**config.mk**
```make
export PLATFORM = sky130hd
export DESIGN_NAME = input_capture
export DESIGN_NICKNAME = d
export VERILOG_FILES = /design/src/capture_pkg.sv /design/src/input_capture.sv
export VERILOG_INCLUDE_DIRS = /design/src
export SDC_FILE = /design/constraint.sdc
export NUM_CORES = 1
export LEC_CHECK = 0
export BUFFER_PORTS_ARGS = -buffer_cell sky130_fd_sc_hd__buf_2
export CORE_ASPECT_RATIO = 0.8
export CORE_MARGIN = 5
export CORE_UTILIZATION = 25
export CTS_CLUSTER_DIAMETER = 100
export DETAILED_ROUTE_END_ITERATION = 8
export RECOVER_POWER = 25
export SLEW_MARGIN = 10
export SYNTH_ARGS = -nofsm -noshare
export SYNTH_HDL_FRONTEND = slang
export SYNTH_SLANG_ARGS = --single-unit
```
**constraint.sdc**
```tcl
create_clock -name hclk -period 2.6 [get_ports hclk]
set_clock_uncertainty 0.1 [all_clocks]
set_input_delay 0.39 -clock hclk [delete_from_list [all_inputs] [get_ports hclk]]
set_output_delay 0.39 -clock hclk [all_outputs]
set_load 0.01 [all_outputs]
```
**src/capture_defs.svh**
```systemverilog
// Constants for the four-channel input capture block.
// Assumes a 32-bit AHB-Lite bus, one register per aligned word.
// Summary of operation
// - Flags bits 0..3 for channels A..D; hardware sets, software only clears.
// - Flag interrupts only with channel enable and array enable both 1.
// - Compare-select 0 means capture mode, 1 means compare mode.
// - Capture copies the full 16-bit timer count and sets the flag.
// - Timer-clear bit set makes a channel event clear the timer to 0000H.
// - Pin captures are edge-triggered: falling, rising or either edge.
// - Pins sampled every cycle; source holds each level two cycles at least.
// - No overrun guard: new capture overwrites unread data.
// - Internal triggers: two timer overflows and comparator A or B events.
// - DAC blocks C/D pin captures; external memory blocks all pin captures.
// - Captures occur in any timer mode; overflow flag stays with the timer.
// - Dual-slope mode: each event latches direction, up 0, down 1.
// - Software writes to the direction bit have no effect.
// - Mode 000 disables capture; 001 captures on a falling pin edge.
// - 010 rising, 011 either, 100/101 overflows, 110/111 comparators.
// - Two-bit index selects the channel seen at control and data registers.
// - Data writes to a channel in capture mode are ignored.
`ifndef CAPTURE_DEFS_SVH
`define CAPTURE_DEFS_SVH
`define CAP_IDX_CHAN 8'hd1
`define CAP_IDX_HIGH 8'hd2
`define CAP_IDX_LOW 8'hd3
`define CAP_IDX_CTL 8'hd4
`define CAP_IDX_FLAG 8'hd5
`define CAP_IDX_ENA 8'hd6
`define CAP_CTL_RST 8'h00
`define CAP_CTL_WMASK 8'h9f
`define CAP_FLAG_RST 4'h0
`define CAP_DATA_RST 16'h0000
`define CAP_TMR_ZERO 16'h0000
`define CAP_ADDR_HI_ZERO 22'h000000
`endif

```
**src/capture_pkg.sv**
```systemverilog
// Types for the four-channel input capture block.
// Assumes capture_defs.svh carries the numbers.
package capture_pkg;
  typedef enum logic [2:0] {
    ACT_OFF = 3'b000,
    ACT_FALL = 3'b001,
    ACT_RISE = 3'b010,
    ACT_BOTH = 3'b011,
    ACT_OVF0 = 3'b100,
    ACT_OVF1 = 3'b101,
    ACT_CMPA = 3'b110,
    ACT_CMPB = 3'b111
  } action_t;
  typedef struct packed {
    logic channel_irq_enable;
    logic captured_count_direction;
    logic reserved;
    logic timer_clear_on_event;
    logic compare_select;
    action_t channel_action_select;
  } ctl_t;
  typedef struct packed {
    logic [15:0] count;
    logic count_down;
    logic dual_slope;
  } timer_in_t;
  typedef struct packed {
    logic ovf0;
    logic ovf1;
    logic cmp_a;
    logic cmp_b;
  } trig_in_t;
endpackage

```
**src/input_capture.sv**
```systemverilog
// Four-channel input capture and compare array with AHB-Lite registers.
// Assumes the event timer, other timers and comparators run on hclk.
//
// Register access over AHB-Lite was chosen for this implementation.
`timescale 1ns/1ps
`default_nettype none
`include "capture_defs.svh"
module input_capture (
  // Clock, reset, enable
  input wire logic hclk,
  input wire logic hresetn,
  input wire logic ce,
  // AHB-Lite slave
  input wire logic hsel,
  input wire logic [31:0] haddr,
  input wire logic [1:0] htrans,
  input wire logic hwrite,
  input wire logic [2:0] hsize,
  input wire logic [31:0] hwdata,
  input wire logic hready,
  output logic hreadyout,
  output logic [31:0] hrdata,
  output logic hresp,
  // Capture pins
  input wire logic [3:0] channel_pin,
  // Event timer and internal triggers
  input wire capture_pkg::timer_in_t timer_in,
  input wire capture_pkg::trig_in_t trig_in,
  // Pin ownership
  input wire logic dac_enable,
  input wire logic ext_mem_enable,
  // Results
  output logic timer_clear,
  output logic cca_irq
);

  // Bus registers
  logic wr_q;
  logic [7:0] wr_idx_q;
  logic rd_wait_q;
  logic [7:0] rd_idx_q;
  logic hreadyout_q;
  logic [31:0] hrdata_q;

  // Software state
  logic [1:0] channel_index_q;
  logic [7:0] shadow_high_q;
  logic array_irq_enable_q;
  logic [3:0] channel_event_flags_q;
  logic [3:0] flags_d;
  capture_pkg::ctl_t ctl_q [4];
  logic [15:0] data_q [4];

  // Pin synchroniser and edges
  logic [3:0] pin_s1_q;
  logic [3:0] pin_s2_q;
  logic [3:0] pin_s3_q;
  logic [3:0] pin_lvl_q;
  logic [3:0] pin_prev_q;
  logic [3:0] pin_lvl_d;
  logic [3:0] pin_rise;
  logic [3:0] pin_fall;

  // Per-channel events
  logic [3:0] cap_evt;
  logic [3:0] cmp_evt;
  logic [3:0] chan_evt;
  logic [3:0] clr_req;
  logic [3:0] match_q;
  logic [3:0] match;

  logic timer_clear_q;
  logic cca_irq_q;

  // Address phase decode
  wire addr_ok = haddr[31:10] == `CAP_ADDR_HI_ZERO && haddr[1:0] == 2'h0;
  wire take = hsel && htrans[1] && hready && hreadyout_q;
  wire take_wr = take && hwrite;
  wire take_rd = take && !hwrite;
  wire [7:0] a_idx = addr_ok ? haddr[9:2] : 8'h00;
  // A read right behind a write waits one cycle to see the written value
  wire rd_stall = take_rd && wr_q;
  wire [7:0] rd_sel_idx = rd_wait_q ? rd_idx_q : a_idx;

  // Data phase write decode
  wire [7:0] wbyte = hwdata[7:0];
  wire wr_chan = wr_q && wr_idx_q == `CAP_IDX_CHAN;
  wire wr_high = wr_q && wr_idx_q == `CAP_IDX_HIGH;
  wire wr_low = wr_q && wr_idx_q == `CAP_IDX_LOW;
  wire wr_ctl = wr_q && wr_idx_q == `CAP_IDX_CTL;
  wire wr_flag = wr_q && wr_idx_q == `CAP_IDX_FLAG;
  wire wr_ena = wr_q && wr_idx_q == `CAP_IDX_ENA;

  // Selected channel view
  wire capture_pkg::ctl_t sel_ctl = ctl_q[channel_index_q];
  wire [15:0] sel_data = data_q[channel_index_q];
  wire [7:0] sel_ctl_byte = {sel_ctl[7:6], 1'b0, sel_ctl[4:0]};

  logic [7:0] rd_byte;
  always_comb begin
    case (rd_sel_idx)
      `CAP_IDX_CHAN: rd_byte = {6'h00, channel_index_q};
      `CAP_IDX_HIGH: rd_byte = sel_data[15:8];
      `CAP_IDX_LOW: rd_byte = sel_data[7:0];
      `CAP_IDX_CTL: rd_byte = sel_ctl_byte;
      `CAP_IDX_FLAG: rd_byte = {4'h0, channel_event_flags_q};
      `CAP_IDX_ENA: rd_byte = {7'h00, array_irq_enable_q};
      default: rd_byte = 8'h00;
    endcase
  end

  // Bus control; the slave never errors
  always_ff @(posedge hclk or negedge hresetn) begin
    if (!hresetn) begin
      wr_q <= 1'b0;
      wr_idx_q <= 8'h00;
      rd_wait_q <= 1'b0;
      rd_idx_q <= 8'h00;
      hreadyout_q <= 1'b1;
      hrdata_q <= 32'h00000000;
    end else if (ce) begin
      wr_q <= take_wr;
      wr_idx_q <= a_idx;
      rd_wait_q <= rd_stall;
      rd_idx_q <= a_idx;
      hreadyout_q <= !rd_stall;
      if ((take_rd && !wr_q) || rd_wait_q) begin
        hrdata_q <= {24'h000000, rd_byte};
      end
    end
  end

  // Software registers
  always_ff @(posedge hclk or negedge hresetn) begin
    if (!hresetn) begin
      channel_index_q <= 2'h0;
      shadow_high_q <= 8'h00;
      array_irq_enable_q <= 1'b0;
    end else if (ce) begin
      if (wr_chan) begin
        channel_index_q <= wbyte[1:0];
      end
      if (wr_high) begin
        shadow_high_q <= wbyte;
      end
      if (wr_ena) begin
        array_irq_enable_q <= wbyte[0];
      end
    end
  end

  // Synchroniser: stage one feeds stage two only
  always_comb begin
    pin_lvl_d = (pin_s2_q & ~(pin_s2_q ^ pin_s3_q)) | (pin_lvl_q & (pin_s2_q ^ pin_s3_q));
  end
  assign pin_rise = pin_lvl_q & ~pin_prev_q;
  assign pin_fall = ~pin_lvl_q & pin_prev_q;

  always_ff @(posedge hclk or negedge hresetn) begin
    if (!hresetn) begin
      pin_s1_q <= 4'h0;
      pin_s2_q <= 4'h0;
      pin_s3_q <= 4'h0;
      pin_lvl_q <= 4'h0;
      pin_prev_q <= 4'h0;
    end else if (ce) begin
      pin_s1_q <= channel_pin;
      pin_s2_q <= pin_s1_q;
      pin_s3_q <= pin_s2_q;
      pin_lvl_q <= pin_lvl_d;
      pin_prev_q <= pin_lvl_q;
    end
  end

  genvar g;
  generate
    for (g = 0; g < 4; g++) begin : chan
      wire capture_pkg::ctl_t c = ctl_q[g];
      wire is_sel = channel_index_q == 2'(g);
      wire pin_ok = !(ext_mem_enable || (g >= 2 && dac_enable));
      logic trig;
      always_comb begin
        case (c.channel_action_select)
          capture_pkg::ACT_OFF: trig = 1'b0;
          capture_pkg::ACT_FALL: trig = pin_ok && pin_fall[g];
          capture_pkg::ACT_RISE: trig = pin_ok && pin_rise[g];
          capture_pkg::ACT_BOTH: trig = pin_ok && (pin_rise[g] || pin_fall[g]);
          capture_pkg::ACT_OVF0: trig = trig_in.ovf0;
          capture_pkg::ACT_OVF1: trig = trig_in.ovf1;
          capture_pkg::ACT_CMPA: trig = trig_in.cmp_a;
          capture_pkg::ACT_CMPB: trig = trig_in.cmp_b;
          default: trig = 1'b0;
        endcase
      end
      // Timer mode is not looked at, so captures run in every timer mode
      assign cap_evt[g] = !c.compare_select && trig;
      // Compare fires once per arrival at the match, not for every held count
      assign match[g] = data_q[g] == timer_in.count;
      assign cmp_evt[g] = c.compare_select && match[g] && !match_q[g];
      assign chan_evt[g] = cap_evt[g] || cmp_evt[g];
      assign clr_req[g] = chan_evt[g] && c.timer_clear_on_event;

      always_ff @(posedge hclk or negedge hresetn) begin
        if (!hresetn) begin
          ctl_q[g] <= `CAP_CTL_RST;
          data_q[g] <= `CAP_DATA_RST;
          match_q[g] <= 1'b0;
        end else if (ce) begin
          match_q[g] <= match[g];
          if (wr_ctl && is_sel) begin
            // Direction bit keeps its value on software writes
            ctl_q[g] <= (wbyte & `CAP_CTL_WMASK) | (ctl_q[g] & 8'h40);
          end
          if (chan_evt[g] && timer_in.dual_slope) begin
            ctl_q[g].captured_count_direction <= timer_in.count_down;
          end
          if (cap_evt[g]) begin
            data_q[g] <= timer_in.count;
          end else if (wr_low && is_sel && c.compare_select) begin
            data_q[g] <= {shadow_high_q, wbyte};
          end
        end
      end
    end
  endgenerate

  // Set wins over a clear in the same cycle
  always_comb begin
    flags_d = channel_event_flags_q;
    if (wr_flag) begin
      flags_d = wbyte[3:0] & channel_event_flags_q;
    end
    flags_d = flags_d | chan_evt;
  end

  always_ff @(posedge hclk or negedge hresetn) begin
    if (!hresetn) begin
      channel_event_flags_q <= `CAP_FLAG_RST;
      timer_clear_q <= 1'b0;
      cca_irq_q <= 1'b0;
    end else if (ce) begin
      channel_event_flags_q <= flags_d;
      timer_clear_q <= |clr_req;
      cca_irq_q <= array_irq_enable_q && |(channel_event_flags_q & enables(ctl_q[0], ctl_q[1],
        ctl_q[2], ctl_q[3]));
    end
  end

  function automatic logic [3:0] enables(capture_pkg::ctl_t a, capture_pkg::ctl_t b,
                                         capture_pkg::ctl_t cc, capture_pkg::ctl_t d);
    enables = {d.channel_irq_enable, cc.channel_irq_enable, b.channel_irq_enable, a.channel_irq_enable};
  endfunction

  assign hreadyout = hreadyout_q;
  assign hrdata = hrdata_q;
  assign hresp = 1'b0;
  assign timer_clear = timer_clear_q;
  assign cca_irq = cca_irq_q;

endmodule // input_capture
`default_nettype wire

```
==> impl_table.tex, run 1 <==
\begin{tabular}{lr}
\hline
Metric & Value \\
\hline
\multicolumn{2}{l}{\textbf{Status}} \\
Status & finished clean \\
\multicolumn{2}{l}{\textbf{Yosys}} \\
Share of synthesized registers carrying an async set or reset & 1.00 \\
Synthesis-stage register bit count & 152 \\
Synthesized-area fraction occupied by xor and xnor cells & 0.0620 \\
Post-synthesis adder-cell area fraction & 0.0111 \\
EDFF count, synth & 0 \\
Main combinational cell family by area after synthesis & multiplexers \\
Post-synth top cells & 151 x sky130\_fd\_sc\_hd\_\_dfrtp\_1, 113 x sky130\_fd\_sc\_hd\_\_mux2\_2, 89 x sky130\_fd\_sc\_hd\_\_nand2\_1, 58 x sky130\_fd\_sc\_hd\_\_o21ai\_0, 36 x sky130\_fd\_sc\_hd\_\_clkbuf\_1 \\
Top\_reg\_cell synth & sky130\_fd\_sc\_hd\_\_dfrtp\_1 \\
Post-synth top area cell & sky130\_fd\_sc\_hd\_\_dfrtp\_1 \\
Number of distinct standard cells referenced by the synthesized netlist & 70 \\
Portion of synthesized cell area occupied by the leading cell type & 0.418 \\
Area contributors post-synth & sky130\_fd\_sc\_hd\_\_dfrtp\_1 42\%, sky130\_fd\_sc\_hd\_\_mux2\_2 14\%, sky130\_fd\_sc\_hd\_\_mux4\_2 6.7\%, sky130\_fd\_sc\_hd\_\_nand2\_1 3.7\%, sky130\_fd\_sc\_hd\_\_mux2i\_1 3.5\% \\
Sequential cell area fraction in the yosys report & 0.421 \\
Count leader, synth & sky130\_fd\_sc\_hd\_\_dfrtp\_1 \\
Post-synthesis cell area & $\sim$0.009 mm² \\
Share of synthesized area spent on multiplexers & 0.243 \\
Compound-cell area share of the yosys netlist & 0.0914 \\
Mapped Cells & 812 \\
Syn\_area\_per\_cell & between 10 and 15 µm² \\
Simple-gate share of the synthesized area & 0.117 \\
Yosys warnings & 0 \\
\multicolumn{2}{l}{\textbf{Clock network}} \\
Latest clock arrival within the worst-skew pair & 430 ps \\
Root Buffer & sky130\_fd\_sc\_hd\_\_clkbuf\_16 \\
Number of sinks handled by clock tree synthesis & 152 \\
TritonCTS clock tree & done \\
Depth of the CTS H-tree & 4 \\
Clock transition at the registers of the reported paths & $\sim$70 ps \\
Clock tree buffer depth & 2 \\
Clock buffer count from CTS & 17 \\
\multicolumn{2}{l}{\textbf{Die}} \\
Effective utilization at floorplan & 0.252 \\
Floorplan row count & 62 \\
Die Area & 0.0401 mm² \\
Die extent in x & approximately 220 µm \\
Placeable Area & 0.0358 mm² \\
Boundary pin count & 139 \\
Die height & between 150 and 200 µm \\
\multicolumn{2}{l}{\textbf{Timing}} \\
Fin Hold WS & 92.9 ps \\
Final-report hold violation count & 0 \\
Max Fclk & roughly 400 MHz \\
Post-route minimum period & 2500 ps \\
Least-Margin Pin Slew & $\sim$1300 ps \\
Final setup viols & 0 \\
Worst rel slew slack & 0.106 \\
Final WS setup & 101 ps \\
Unrepaired setup endpoints after global routing & yes \\
Max-slew violation total from the final report & 0 \\
Portion of the clock cycle consumed by the worst path in the final layout & 0.961 \\
\multicolumn{2}{l}{\textbf{Place}} \\
IO Port Bufs & 85 \\
Final weighted congestion in routability-driven placement & about 0.84 \\
Number of placed cells counting well taps & approximately 1,400 \\
HPWL after detailed placement & between 15,000 and 20,000 µm \\
Worst Setup Slack post-DPL & -179 ps \\
\multicolumn{2}{l}{\textbf{Power}} \\
Overall power of the completed layout & about 5700 µW \\
Internal Pwr Total & a little over 4000 µW \\
Pleak & roughly 0.0047 µW \\
Switching share of power & 0.268 \\
Clk pwr share & 0.446 \\
Worst VDD drop & roughly 0.46 mV \\
Power per cell area & between 500 and 600 mW/mm² \\
Fraction of power consumed by combinational cells & 0.102 \\
Sw power & approximately 1500 µW \\
Power share of the sequential group & 0.452 \\
\multicolumn{2}{l}{\textbf{Routing}} \\
Total length of routed wires & between 20,000 and 30,000 µm \\
Avg Vias per Cell & roughly 4.9 \\
DRT iter0 DRCs & 608 \\
Detailed-router iteration count before antenna repair & 6 \\
Wire per inst & around 19 µm \\
Detailed-route DRC error count & 0 \\
Vias after detailed routing & just under 7,000 \\
Antenna-violating nets left & 0 \\
\multicolumn{2}{l}{\textbf{Min path}} \\
Hold Crit Start & channel\_pin[0] \\
Worst hold path type & primary input to flop \\
\multicolumn{2}{l}{\textbf{Layout}} \\
Fraction of layout instances using a drive strength above 1 & 0.357 \\
Post-layout net count & approximately 1,000 \\
Footprint of the multi-input gates & 0.00487 mm² \\
FF+latch area & roughly 0.0038 mm² \\
Synth-to-Final Area Change & 19.3\% \\
Final Util & 0.301 \\
Filler Cell Count & about 3,600 \\
Count of placed standard cells in the final layout, fillers left out & between 1,000 and 1,500 \\
\multicolumn{2}{l}{\textbf{Global routing}} \\
Overall fraction of global-route tracks in use & 0.133 \\
Pin count of the biggest net entering global routing & around 60 \\
Leftover overflow at the end of global routing & 0 \\
Initial antenna violation count & 9 \\
Vias in the first global route & 6,810 \\
First-pass GRT wire length & approximately 42,000 µm \\
\multicolumn{2}{l}{\textbf{Setup path}} \\
Crit Path Category & flop to flop \\
Critical Path AT & 2710 ps \\
Setup slack, reg-to-reg & $\sim$100 ps \\
Critical path required time & 2810 ps \\
Largest driver fanout on the critical path & 16 \\
Critical path destination & data\_q[1] \\
Kind of launch point of the worst setup path & flop \\
Reg2reg end & data\_q[1] \\
Nature of the critical path endpoint & flop \\
Worst Reg-to-Reg Cells & 9 \\
\multicolumn{2}{l}{\textbf{Run}} \\
Maxcap violations & 0 \\
\hline
\end{tabular}
## layout by cell type, fill, tap and decap left out, types with 10 or more instances in the layout
master                      count
sky130_fd_sc_hd__mux2i_1       32
sky130_fd_sc_hd__conb_1        25
sky130_fd_sc_hd__xor2_1        32
sky130_fd_sc_hd__buf_2         83
sky130_fd_sc_hd__nor4_1        16
sky130_fd_sc_hd__inv_1         17
sky130_fd_sc_hd__buf_4         36
sky130_fd_sc_hd__nand2_1       89
sky130_fd_sc_hd__mux4_2        27
sky130_fd_sc_hd__clkbuf_16     17
sky130_fd_sc_hd__mux2_2       112
sky130_fd_sc_hd__o21ai_0       56
sky130_fd_sc_hd__nand4_1       16
sky130_fd_sc_hd__xnor2_1       32
sky130_fd_sc_hd__dfrtp_1      151
sky130_fd_sc_hd__nand3_1       10
## worst max-delay path: stages, from the launching register on
cell,delay [ps]
sky130_fd_sc_hd__dfrtp_1,400
sky130_fd_sc_hd__inv_1,60
sky130_fd_sc_hd__ha_1,280
sky130_fd_sc_hd__nand2_1,60
sky130_fd_sc_hd__a31oi_1,100
sky130_fd_sc_hd__o41a_1,400
sky130_fd_sc_hd__nor2_4,160
sky130_fd_sc_hd__buf_12,200
sky130_fd_sc_hd__mux2_2,350
sky130_fd_sc_hd__mux2_2,260
## what timing repair did
| item | CTS | global route |
|---|---|---|
| setup endpoints to repair | 0 | 16 |
| hold buffers | 1 | 0 |
| resized for setup | 0 | 2 |
| endpoints found under the hold margin | 26 | 0 |
| setup buffers | 0 | 1 |
## how the worst min path moves through the flow
stage | end | slack [ps] | cells past startpoint
finish | pin_s1_q[0] | 90 | 2
global route | pin_s1_q[0] | 80 | 2
CTS | pin_s1_q[0] | 80 | 2
detailed placement | data_q[31] | 200 | 1
global placement | data_q[32] | 200 | 1
floorplan | asynchronous set/reset pin | -6 | 0
## flip-flops by register name (all words and copies together), names as in the netlist, named ones only
name                   count
hreadyout                  1
rd_idx_q                   8
channel_index_q            2
pin_prev_q                 4
pin_s3_q                   4
match_q                    4
data_q                    64
channel_event_flags_q      4
cca_irq                    1
array_irq_enable_q         1
rd_wait_q                  1
shadow_high_q              8
chan.c                    28
hrdata                     8
pin_s2_q                   4
pin_s1_q                   4
timer_clear                1
wr_q                       1
## per-layer routing
metal / vias up / routed length (µm) / global-route usage
li1: 3099 / - / -
met1: 3528 / 12700 / 0.193
met2: 231 / 12100 / 0.202
met3: 34 / 1780 / 0.0306
met4: 12 / 343 / 0.0299
met5: - / 89 / 0
## layout make-up
cell class                 instances  share of cell area
multi-input combinational        586               0.451
sequential                       152               0.353
timing repair buffer             130              0.0780
tap                              480              0.0557
clock buffer                      17              0.0395
clock inverter                    15              0.0157
inverter                          17             0.00592
antenna                            4            0.000928
## cells by family after synthesis
kind of cell,Yosys count
multiplexers,172
flip-flops,152
adder cells (fa/ha/maj),8
AND/OR/NAND/NOR,196
AO/OA/AOI/OAI,121
other,1
XOR/XNOR,64
buffers and inverters,98
## power by group through the flow
stage | combinational [µW] | sequential, µW | clock [µW]
finish | 579 | 2560 | 2530
CTS | 580 | 2560 | 2560
global route | 664 | 2570 | 2680
global placement | 555 | 2600 | 0
floorplan | 369 | 2580 | 0
detailed placement | 575 | 2610 | 0
## stage by stage
step | area, µm² | TNS, ps
3_3_place_gp | 10200 | -185
5_1_grt | 10800 | -18.3
4_1_cts | 10800 | 0
2_1_floorplan | 9130 | 0
6_report | 10800 | 0
3_5_place_dp | 10200 | -541
Power figures use the tool's default switching activity.
==> inputs of run 2 (changes only) <==
--- a/config.mk
+++ b/config.mk
@@ -10,9 +10,9 @@
 export CORE_ASPECT_RATIO = 0.8
 export CORE_MARGIN = 5
 export CORE_UTILIZATION = 25
-export CTS_CLUSTER_DIAMETER = 100
 export DETAILED_ROUTE_END_ITERATION = 8
 export RECOVER_POWER = 25
+export REMOVE_ABC_BUFFERS = 1
 export SLEW_MARGIN = 10
 export SYNTH_ARGS = -nofsm -noshare
 export SYNTH_HDL_FRONTEND = slang
==> impl_table.tex, run 2 (synthesis results as in run 1) <==
\begin{tabular}{lr}
\hline
Metric & Value \\
\hline
\multicolumn{2}{l}{\textbf{Routing}} \\
Detailed-router iteration count before antenna repair & 5 (was 6) \\
Avg Vias per Cell & 4.83 (was 4.93) \\
Wire per inst & 18.8 µm (was 19.3 µm) \\
Antenna-violating nets left & 0 (unchanged) \\
DRT iter0 DRCs & 540 (was 608) \\
Detailed-route DRC error count & 0 (unchanged) \\
Total length of routed wires & 26,200 µm (was 27,000 µm) \\
Vias after detailed routing & 6,723 (was 6,904) \\
\multicolumn{2}{l}{\textbf{Timing}} \\
Max Fclk & 406 MHz (was 400 MHz) \\
Worst rel slew slack & -0.115 (was 0.106) \\
Final WS setup & 138 ps (was 101 ps) \\
Max-slew violation total from the final report & 69 (was 0) \\
Post-route minimum period & 2460 ps (was 2500 ps) \\
Least-Margin Pin Slew & 1670 ps (was 1340 ps) \\
Final-report hold violation count & 0 (unchanged) \\
Final setup viols & 0 (unchanged) \\
Portion of the clock cycle consumed by the worst path in the final layout & 0.947 (was 0.961) \\
Unrepaired setup endpoints after global routing & no (was yes) \\
Fin Hold WS & 94.5 ps (was 92.9 ps) \\
\multicolumn{2}{l}{\textbf{Die}} \\
Floorplan row count & 62 (unchanged) \\
Placeable Area & 0.0358 mm² (unchanged) \\
Boundary pin count & 139 (unchanged) \\
Effective utilization at floorplan & 0.252 (unchanged) \\
Die Area & 0.0401 mm² (unchanged) \\
Die height & 180 µm (unchanged) \\
Die extent in x & 223 µm (unchanged) \\
\multicolumn{2}{l}{\textbf{Clock network}} \\
Count of hold-fix buffers inserted at cts & 1 (unchanged) \\
Clock tree buffer depth & 2 (unchanged) \\
Latest clock arrival within the worst-skew pair & 440 ps (was 430 ps) \\
Number of resized instances in the post-cts repair step & 0 (unchanged) \\
TritonCTS clock tree & done (unchanged) \\
Depth of the CTS H-tree & 4 (unchanged) \\
Clock buffer count from CTS & 17 (unchanged) \\
Root Buffer & sky130\_fd\_sc\_hd\_\_clkbuf\_16 (unchanged) \\
Post-CTS repair timing setup buffer count & 0 (unchanged) \\
Number of sinks handled by clock tree synthesis & 152 (unchanged) \\
Clock transition at the registers of the reported paths & 70 ps (about the same) \\
\multicolumn{2}{l}{\textbf{Power}} \\
Worst VDD drop & 0.422 mV (was 0.460 mV) \\
Switching share of power & 0.260 (was 0.268) \\
Fraction of power consumed by combinational cells & 0.099 (was 0.102) \\
Power per cell area & 534 mW/mm² (was 525 mW/mm²) \\
Power share of the sequential group & 0.445 (was 0.452) \\
Clk pwr share & 0.457 (was 0.446) \\
Sw power & 1500 µW (was 1520 µW) \\
Internal Pwr Total & 4250 µW (was 4150 µW) \\
Overall power of the completed layout & 5750 µW (was 5670 µW) \\
Pleak & 0.00470 µW (was 0.00471 µW) \\
\multicolumn{2}{l}{\textbf{Setup path}} \\
Nature of the critical path endpoint & flop (unchanged) \\
Critical Path AT & 2680 ps (was 2710 ps) \\
Largest driver fanout on the critical path & 6 (was 16) \\
Worst Reg-to-Reg Cells & 6 (was 9) \\
Setup slack, reg-to-reg & 140 ps (was 100 ps) \\
Kind of launch point of the worst setup path & flop (unchanged) \\
Reg2reg end & chan[3].c[4] (was data\_q[1]) \\
Timing startpoint of the critical path & rd\_idx\_q[5] \\
Critical path required time & 2820 ps (was 2810 ps) \\
Crit Path Category & flop to flop (unchanged) \\
Worst reg2reg startpoint & rd\_idx\_q[5] \\
\multicolumn{2}{l}{\textbf{Status}} \\
Violations in the final reports & max-capacitance violations, max-slew violations \\
Status & finished, violations left (was finished clean) \\
\multicolumn{2}{l}{\textbf{Global routing}} \\
Leftover overflow at the end of global routing & 0 (unchanged) \\
First-pass GRT wire length & 40,900 µm (was 42,100 µm) \\
Initial antenna violation count & 4 (was 9) \\
Vias in the first global route & 6,703 (was 6,810) \\
Overall fraction of global-route tracks in use & 0.130 (was 0.133) \\
Pin count of the biggest net entering global routing & 70 (was 61) \\
\multicolumn{2}{l}{\textbf{Layout}} \\
Max FFs per register & 64 (unchanged) \\
Synth-to-Final Area Change & 19.1\% (was 19.3\%) \\
Final Util & 0.300 (was 0.301) \\
Most flops, register & data\_q (unchanged) \\
Post-layout net count & 1,010 (was 1,015) \\
Most common library cell in the layout ignoring fill and taps & sky130\_fd\_sc\_hd\_\_dfrtp\_1 (unchanged) \\
Fraction of layout instances using a drive strength above 1 & 0.352 (was 0.357) \\
Commonest cells after routing, fill and taps aside & 151 x sky130\_fd\_sc\_hd\_\_dfrtp\_1, 113 x sky130\_fd\_sc\_hd\_\_mux2\_2, 89 x sky130\_fd\_sc\_hd\_\_nand2\_1 (was 151 x sky130\_fd\_sc\_hd\_\_dfrtp\_1, 112 x sky130\_fd\_sc\_hd\_\_mux2\_2, 89 x sky130\_fd\_sc\_hd\_\_nand2\_1) \\
\multicolumn{2}{l}{\textbf{Min path}} \\
Worst hold path type & primary input to flop (unchanged) \\
Hold Crit Start & channel\_pin[3] (was channel\_pin[0]) \\
Worst Hold Endpoint & pin\_s1\_q[3] (was pin\_s1\_q[0]) \\
Count of cells along the worst hold path & 2 (unchanged) \\
\multicolumn{2}{l}{\textbf{Run}} \\
Maxcap violations & 1 (was 0) \\
\multicolumn{2}{l}{\textbf{Place}} \\
Final weighted congestion in routability-driven placement & 0.881 (was 0.836) \\
HPWL after detailed placement & 19,000 µm (was 19,800 µm) \\
Worst Setup Slack post-DPL & -178 ps (was -179 ps) \\
IO Port Bufs & 85 (unchanged) \\
\hline
\end{tabular}
run 2: worst max-delay path by stage:
stage	slack, ps	end	cells after the start
after CTS	130	chan[3].c[4]	6
after global placement	-110	hrdata[2]	7
after global routing	7	data_q[44]	9
after detailed placement	-180	hrdata[2]	7
final	140	chan[3].c[4]	6
after floorplan	-3070	data_q[48]	8
run 2: final cells by class:
type                    instances  area, µm²
diodes                          1       2.50
inverters                      17       63.8
clock inverters                13        170
fillers                      3707      25100
flip-flops and latches        152       3800
clock buffers                  19        443
multi-input cells             586       4860
well taps                     480        601
repair buffers                125        825
run 2: power by group through the flow:
| stage | logic [µW] | registers (µW) | clock network, µW |
|---|---|---|---|
| after CTS | 573 | 2550 | 2670 |
| after detailed placement | 567 | 2600 | 0 |
| after global placement | 556 | 2590 | 0 |
| after global routing | 650 | 2570 | 2770 |
| final | 568 | 2550 | 2620 |
| after floorplan | 288 | 2580 | 0 |
run 2: per-layer routing:
layer  vias to the layer above  wire (µm)  global-route usage
met5                         -         46                   0
met4                         8        361              0.0309
met3                        34       2200              0.0453
met2                       214      11300               0.188
met1                      3386      12300               0.187
li1                       3081          -                   -
run 2: critical path: stages (launching register included):
cell,delay (ps)
sky130_fd_sc_hd__dfrtp_1,390
sky130_fd_sc_hd__nand4b_1,260
sky130_fd_sc_hd__or4b_1,610
sky130_fd_sc_hd__nor3_1,160
sky130_fd_sc_hd__buf_4,160
sky130_fd_sc_hd__nand3_1,290
sky130_fd_sc_hd__mux2_2,380
run 2: stage by stage:
stage	std cells	area, µm²	setup TNS [ps]
6_report	1393	10800	0
5_1_grt	1392	10800	0
4_1_cts	1392	10800	0
3_5_place_dp	1359	10200	-484
3_3_place_gp	1359	10200	-298
2_1_floorplan	755	8710	-73240
==> inputs of run 3 (changes only) <==
==> constraint.sdc (replaced) <==
create_clock -name hclk -period 2.4 [get_ports hclk]
set_clock_uncertainty 0.1 [all_clocks]
set_input_delay 0.36 -clock hclk [delete_from_list [all_inputs] [get_ports hclk]]
set_output_delay 0.36 -clock hclk [all_outputs]
set_load 0.01 [all_outputs]
==> impl_table.tex, run 3 (synthesis results as in run 1) <==
\begin{tabular}{lr}
\hline
Metric & Value \\
\hline
\multicolumn{2}{l}{\textbf{Status}} \\
Status & finished, violations left (unchanged) \\
Violations in the final reports & max-capacitance violations, max-slew violations (unchanged) \\
\multicolumn{2}{l}{\textbf{Clock network}} \\
Number of sinks handled by clock tree synthesis & 152 (unchanged) \\
Latest clock arrival within the worst-skew pair & 430 ps (was 440 ps) \\
Clock buffer count from CTS & 17 (unchanged) \\
TritonCTS clock tree & done (unchanged) \\
Clock transition at the registers of the reported paths & 60 ps (was 70 ps) \\
Root Buffer & sky130\_fd\_sc\_hd\_\_clkbuf\_16 (unchanged) \\
Depth of the CTS H-tree & 4 (unchanged) \\
Clock tree buffer depth & 2 (unchanged) \\
\multicolumn{2}{l}{\textbf{Layout}} \\
Most common library cell in the layout ignoring fill and taps & sky130\_fd\_sc\_hd\_\_dfrtp\_1 (unchanged) \\
Most flops, register & data\_q (unchanged) \\
Fraction of layout instances using a drive strength above 1 & 0.368 (was 0.352) \\
Post-layout net count & 1,024 (was 1,010) \\
Count of placed standard cells in the final layout, fillers left out & 1,403 (was 1,393) \\
Commonest cells after routing, fill and taps aside & 150 x sky130\_fd\_sc\_hd\_\_dfrtp\_1, 97 x sky130\_fd\_sc\_hd\_\_mux2\_2, 86 x sky130\_fd\_sc\_hd\_\_nand2\_1 (was 151 x sky130\_fd\_sc\_hd\_\_dfrtp\_1, 113 x sky130\_fd\_sc\_hd\_\_mux2\_2, 89 x sky130\_fd\_sc\_hd\_\_nand2\_1) \\
Max FFs per register & 64 (unchanged) \\
Synth-to-Final Area Change & 21.9\% (was 19.1\%) \\
\multicolumn{2}{l}{\textbf{Setup path}} \\
Worst Reg-to-Reg Cells & 9 (was 6) \\
Critical Path AT & 2580 ps (was 2680 ps) \\
Largest driver fanout on the critical path & 16 (was 6) \\
Nature of the critical path endpoint & flop (unchanged) \\
Reg2reg end & data\_q[7] (was chan[3].c[4]) \\
Setup slack, reg-to-reg & 20 ps (was 140 ps) \\
Crit Path Category & flop to flop (unchanged) \\
Kind of launch point of the worst setup path & flop (unchanged) \\
Critical path required time & 2610 ps (was 2820 ps) \\
\multicolumn{2}{l}{\textbf{Place}} \\
IO Port Bufs & 85 (unchanged) \\
Number of placed cells counting well taps & 1,370 (was 1,359) \\
HPWL after detailed placement & 19,400 µm (was 19,000 µm) \\
Worst Setup Slack post-DPL & -308 ps (was -178 ps) \\
Final weighted congestion in routability-driven placement & 0.851 (was 0.881) \\
\multicolumn{2}{l}{\textbf{Routing}} \\
DRT iter0 DRCs & 503 (was 540) \\
Detailed-router iteration count before antenna repair & 8 (was 5) \\
Avg Vias per Cell & 4.82 (was 4.83) \\
Vias after detailed routing & 6,763 (was 6,723) \\
Total length of routed wires & 26,800 µm (was 26,200 µm) \\
Detailed-route DRC error count & 0 (unchanged) \\
Wire per inst & 19.1 µm (was 18.8 µm) \\
Antenna-violating nets left & 0 (unchanged) \\
\multicolumn{2}{l}{\textbf{Die}} \\
Die Area & 0.0401 mm² (unchanged) \\
Placeable Area & 0.0358 mm² (unchanged) \\
Die height & 180 µm (unchanged) \\
Boundary pin count & 139 (unchanged) \\
Floorplan row count & 62 (unchanged) \\
Effective utilization at floorplan & 0.252 (unchanged) \\
Die extent in x & 223 µm (unchanged) \\
\multicolumn{2}{l}{\textbf{Global routing}} \\
Initial antenna violation count & 6 (was 4) \\
First-pass GRT wire length & 41,700 µm (was 40,900 µm) \\
Pin count of the biggest net entering global routing & 60 (was 70) \\
Overall fraction of global-route tracks in use & 0.133 (was 0.130) \\
Vias in the first global route & 6,833 (was 6,703) \\
Leftover overflow at the end of global routing & 0 (unchanged) \\
\multicolumn{2}{l}{\textbf{Timing}} \\
Portion of the clock cycle consumed by the worst path in the final layout & 0.990 (was 0.947) \\
Worst rel slew slack & -0.104 (was -0.115) \\
Final WS setup & 23.3 ps (was 138 ps) \\
Max-slew violation total from the final report & 58 (was 69) \\
Max Fclk & 421 MHz (was 406 MHz) \\
Final-report hold violation count & 0 (unchanged) \\
Final setup viols & 0 (unchanged) \\
Fin Hold WS & 78.8 ps (was 94.5 ps) \\
Unrepaired setup endpoints after global routing & yes (was no) \\
Least-Margin Pin Slew & 1660 ps (was 1670 ps) \\
Post-route minimum period & 2380 ps (was 2460 ps) \\
Final-layout setup total negative slack & 0 ps (unchanged) \\
\multicolumn{2}{l}{\textbf{Power}} \\
Power per cell area & 551 mW/mm² (was 534 mW/mm²) \\
Pleak & 0.00483 µW (was 0.00470 µW) \\
Overall power of the completed layout & 6070 µW (was 5750 µW) \\
Worst VDD drop & 0.503 mV (was 0.422 mV) \\
\multicolumn{2}{l}{\textbf{Min path}} \\
Worst hold path type & primary input to flop (unchanged) \\
Worst Hold Endpoint & pin\_s1\_q[2] (was pin\_s1\_q[3]) \\
Count of cells along the worst hold path & 2 (unchanged) \\
Hold Crit Start & channel\_pin[2] (was channel\_pin[3]) \\
\multicolumn{2}{l}{\textbf{Run}} \\
Maxcap violations & 1 (unchanged) \\
\hline
\end{tabular}
run 3: cell types whose count changed in the layout (fill, tap and decap cells not counted), sizes merged:
cell,delta
buf,+11
clkinvlp,-6
bufinv,-1
clkbuf,+8
inv,-2
run 3: worst max-delay path: stages, from the launching register on:
cell,delay (ps)
sky130_fd_sc_hd__dfrtp_1,370
sky130_fd_sc_hd__buf_4,140
sky130_fd_sc_hd__ha_1,180
sky130_fd_sc_hd__or2_2,270
sky130_fd_sc_hd__a31oi_1,170
sky130_fd_sc_hd__o41a_1,230
sky130_fd_sc_hd__nor2_4,70
sky130_fd_sc_hd__o21ai_2,190
sky130_fd_sc_hd__buf_12,200
sky130_fd_sc_hd__mux2_2,350
run 3: final cells by class:
type                    instances  area (µm²)
fillers                      3646       24800
clock buffers                  24         482
inverters                      17        63.8
repair buffers                139         982
clock inverters                 4        70.1
flip-flops and latches        152        3810
well taps                     480         601
diodes                          1        2.50
multi-input cells             586        5010
run 3: through the flow:
stage | util | instance area, µm²
after CTS | 0.304 | 10900
after detailed placement | 0.287 | 10300
final | 0.307 | 11000
after global routing | 0.307 | 11000
after floorplan | - | 8710
after global placement | 0.287 | 10300
run 3: where the power goes:
| part | total, µW | internal (µW) | switching [µW] |
|---|---|---|---|
| sequential | 2760 | 2680 | 84.7 |
| combinational | 679 | 295 | 384 |
| clock | 2630 | 1590 | 1040 |
| total | 6070 | 4560 | 1510 |
run 3: layer usage:
metal | global-route usage | up-vias | share of wire
met5 | 0 | - | 0.0016
met4 | 0.0314 | 8 | 0.014
met3 | 0.0493 | 31 | 0.084
met2 | 0.193 | 226 | 0.43
met1 | 0.188 | 3391 | 0.47
li1 | - | 3107 | -
run 3: worst max-delay path by stage:
stage	from	to	slack, ps	cells after the start
4_1_cts	flop	data_q[39]	2	9
6_report	flop	data_q[7]	20	9
2_1_floorplan	flop	data_q[48]	-3270	8
3_3_place_gp	haddr[14]	hrdata[2]	-250	7
5_1_grt	flop	data_q[12]	-80	9
3_5_place_dp	haddr[14]	hrdata[2]	-310	7
run 3: what timing repair did:
| item | in CTS | in global routing |
|---|---|---|
| gates resized for setup | 7 | 28 |
| endpoints found under the setup margin | 34 | 60 |
| gates cloned | 1 | 0 |
| setup buffers | 1 | 1 |
| hold buffers | 1 | 0 |
| endpoints found under the hold margin | 53 | 0 |
| pin swaps | 1 | 3 |
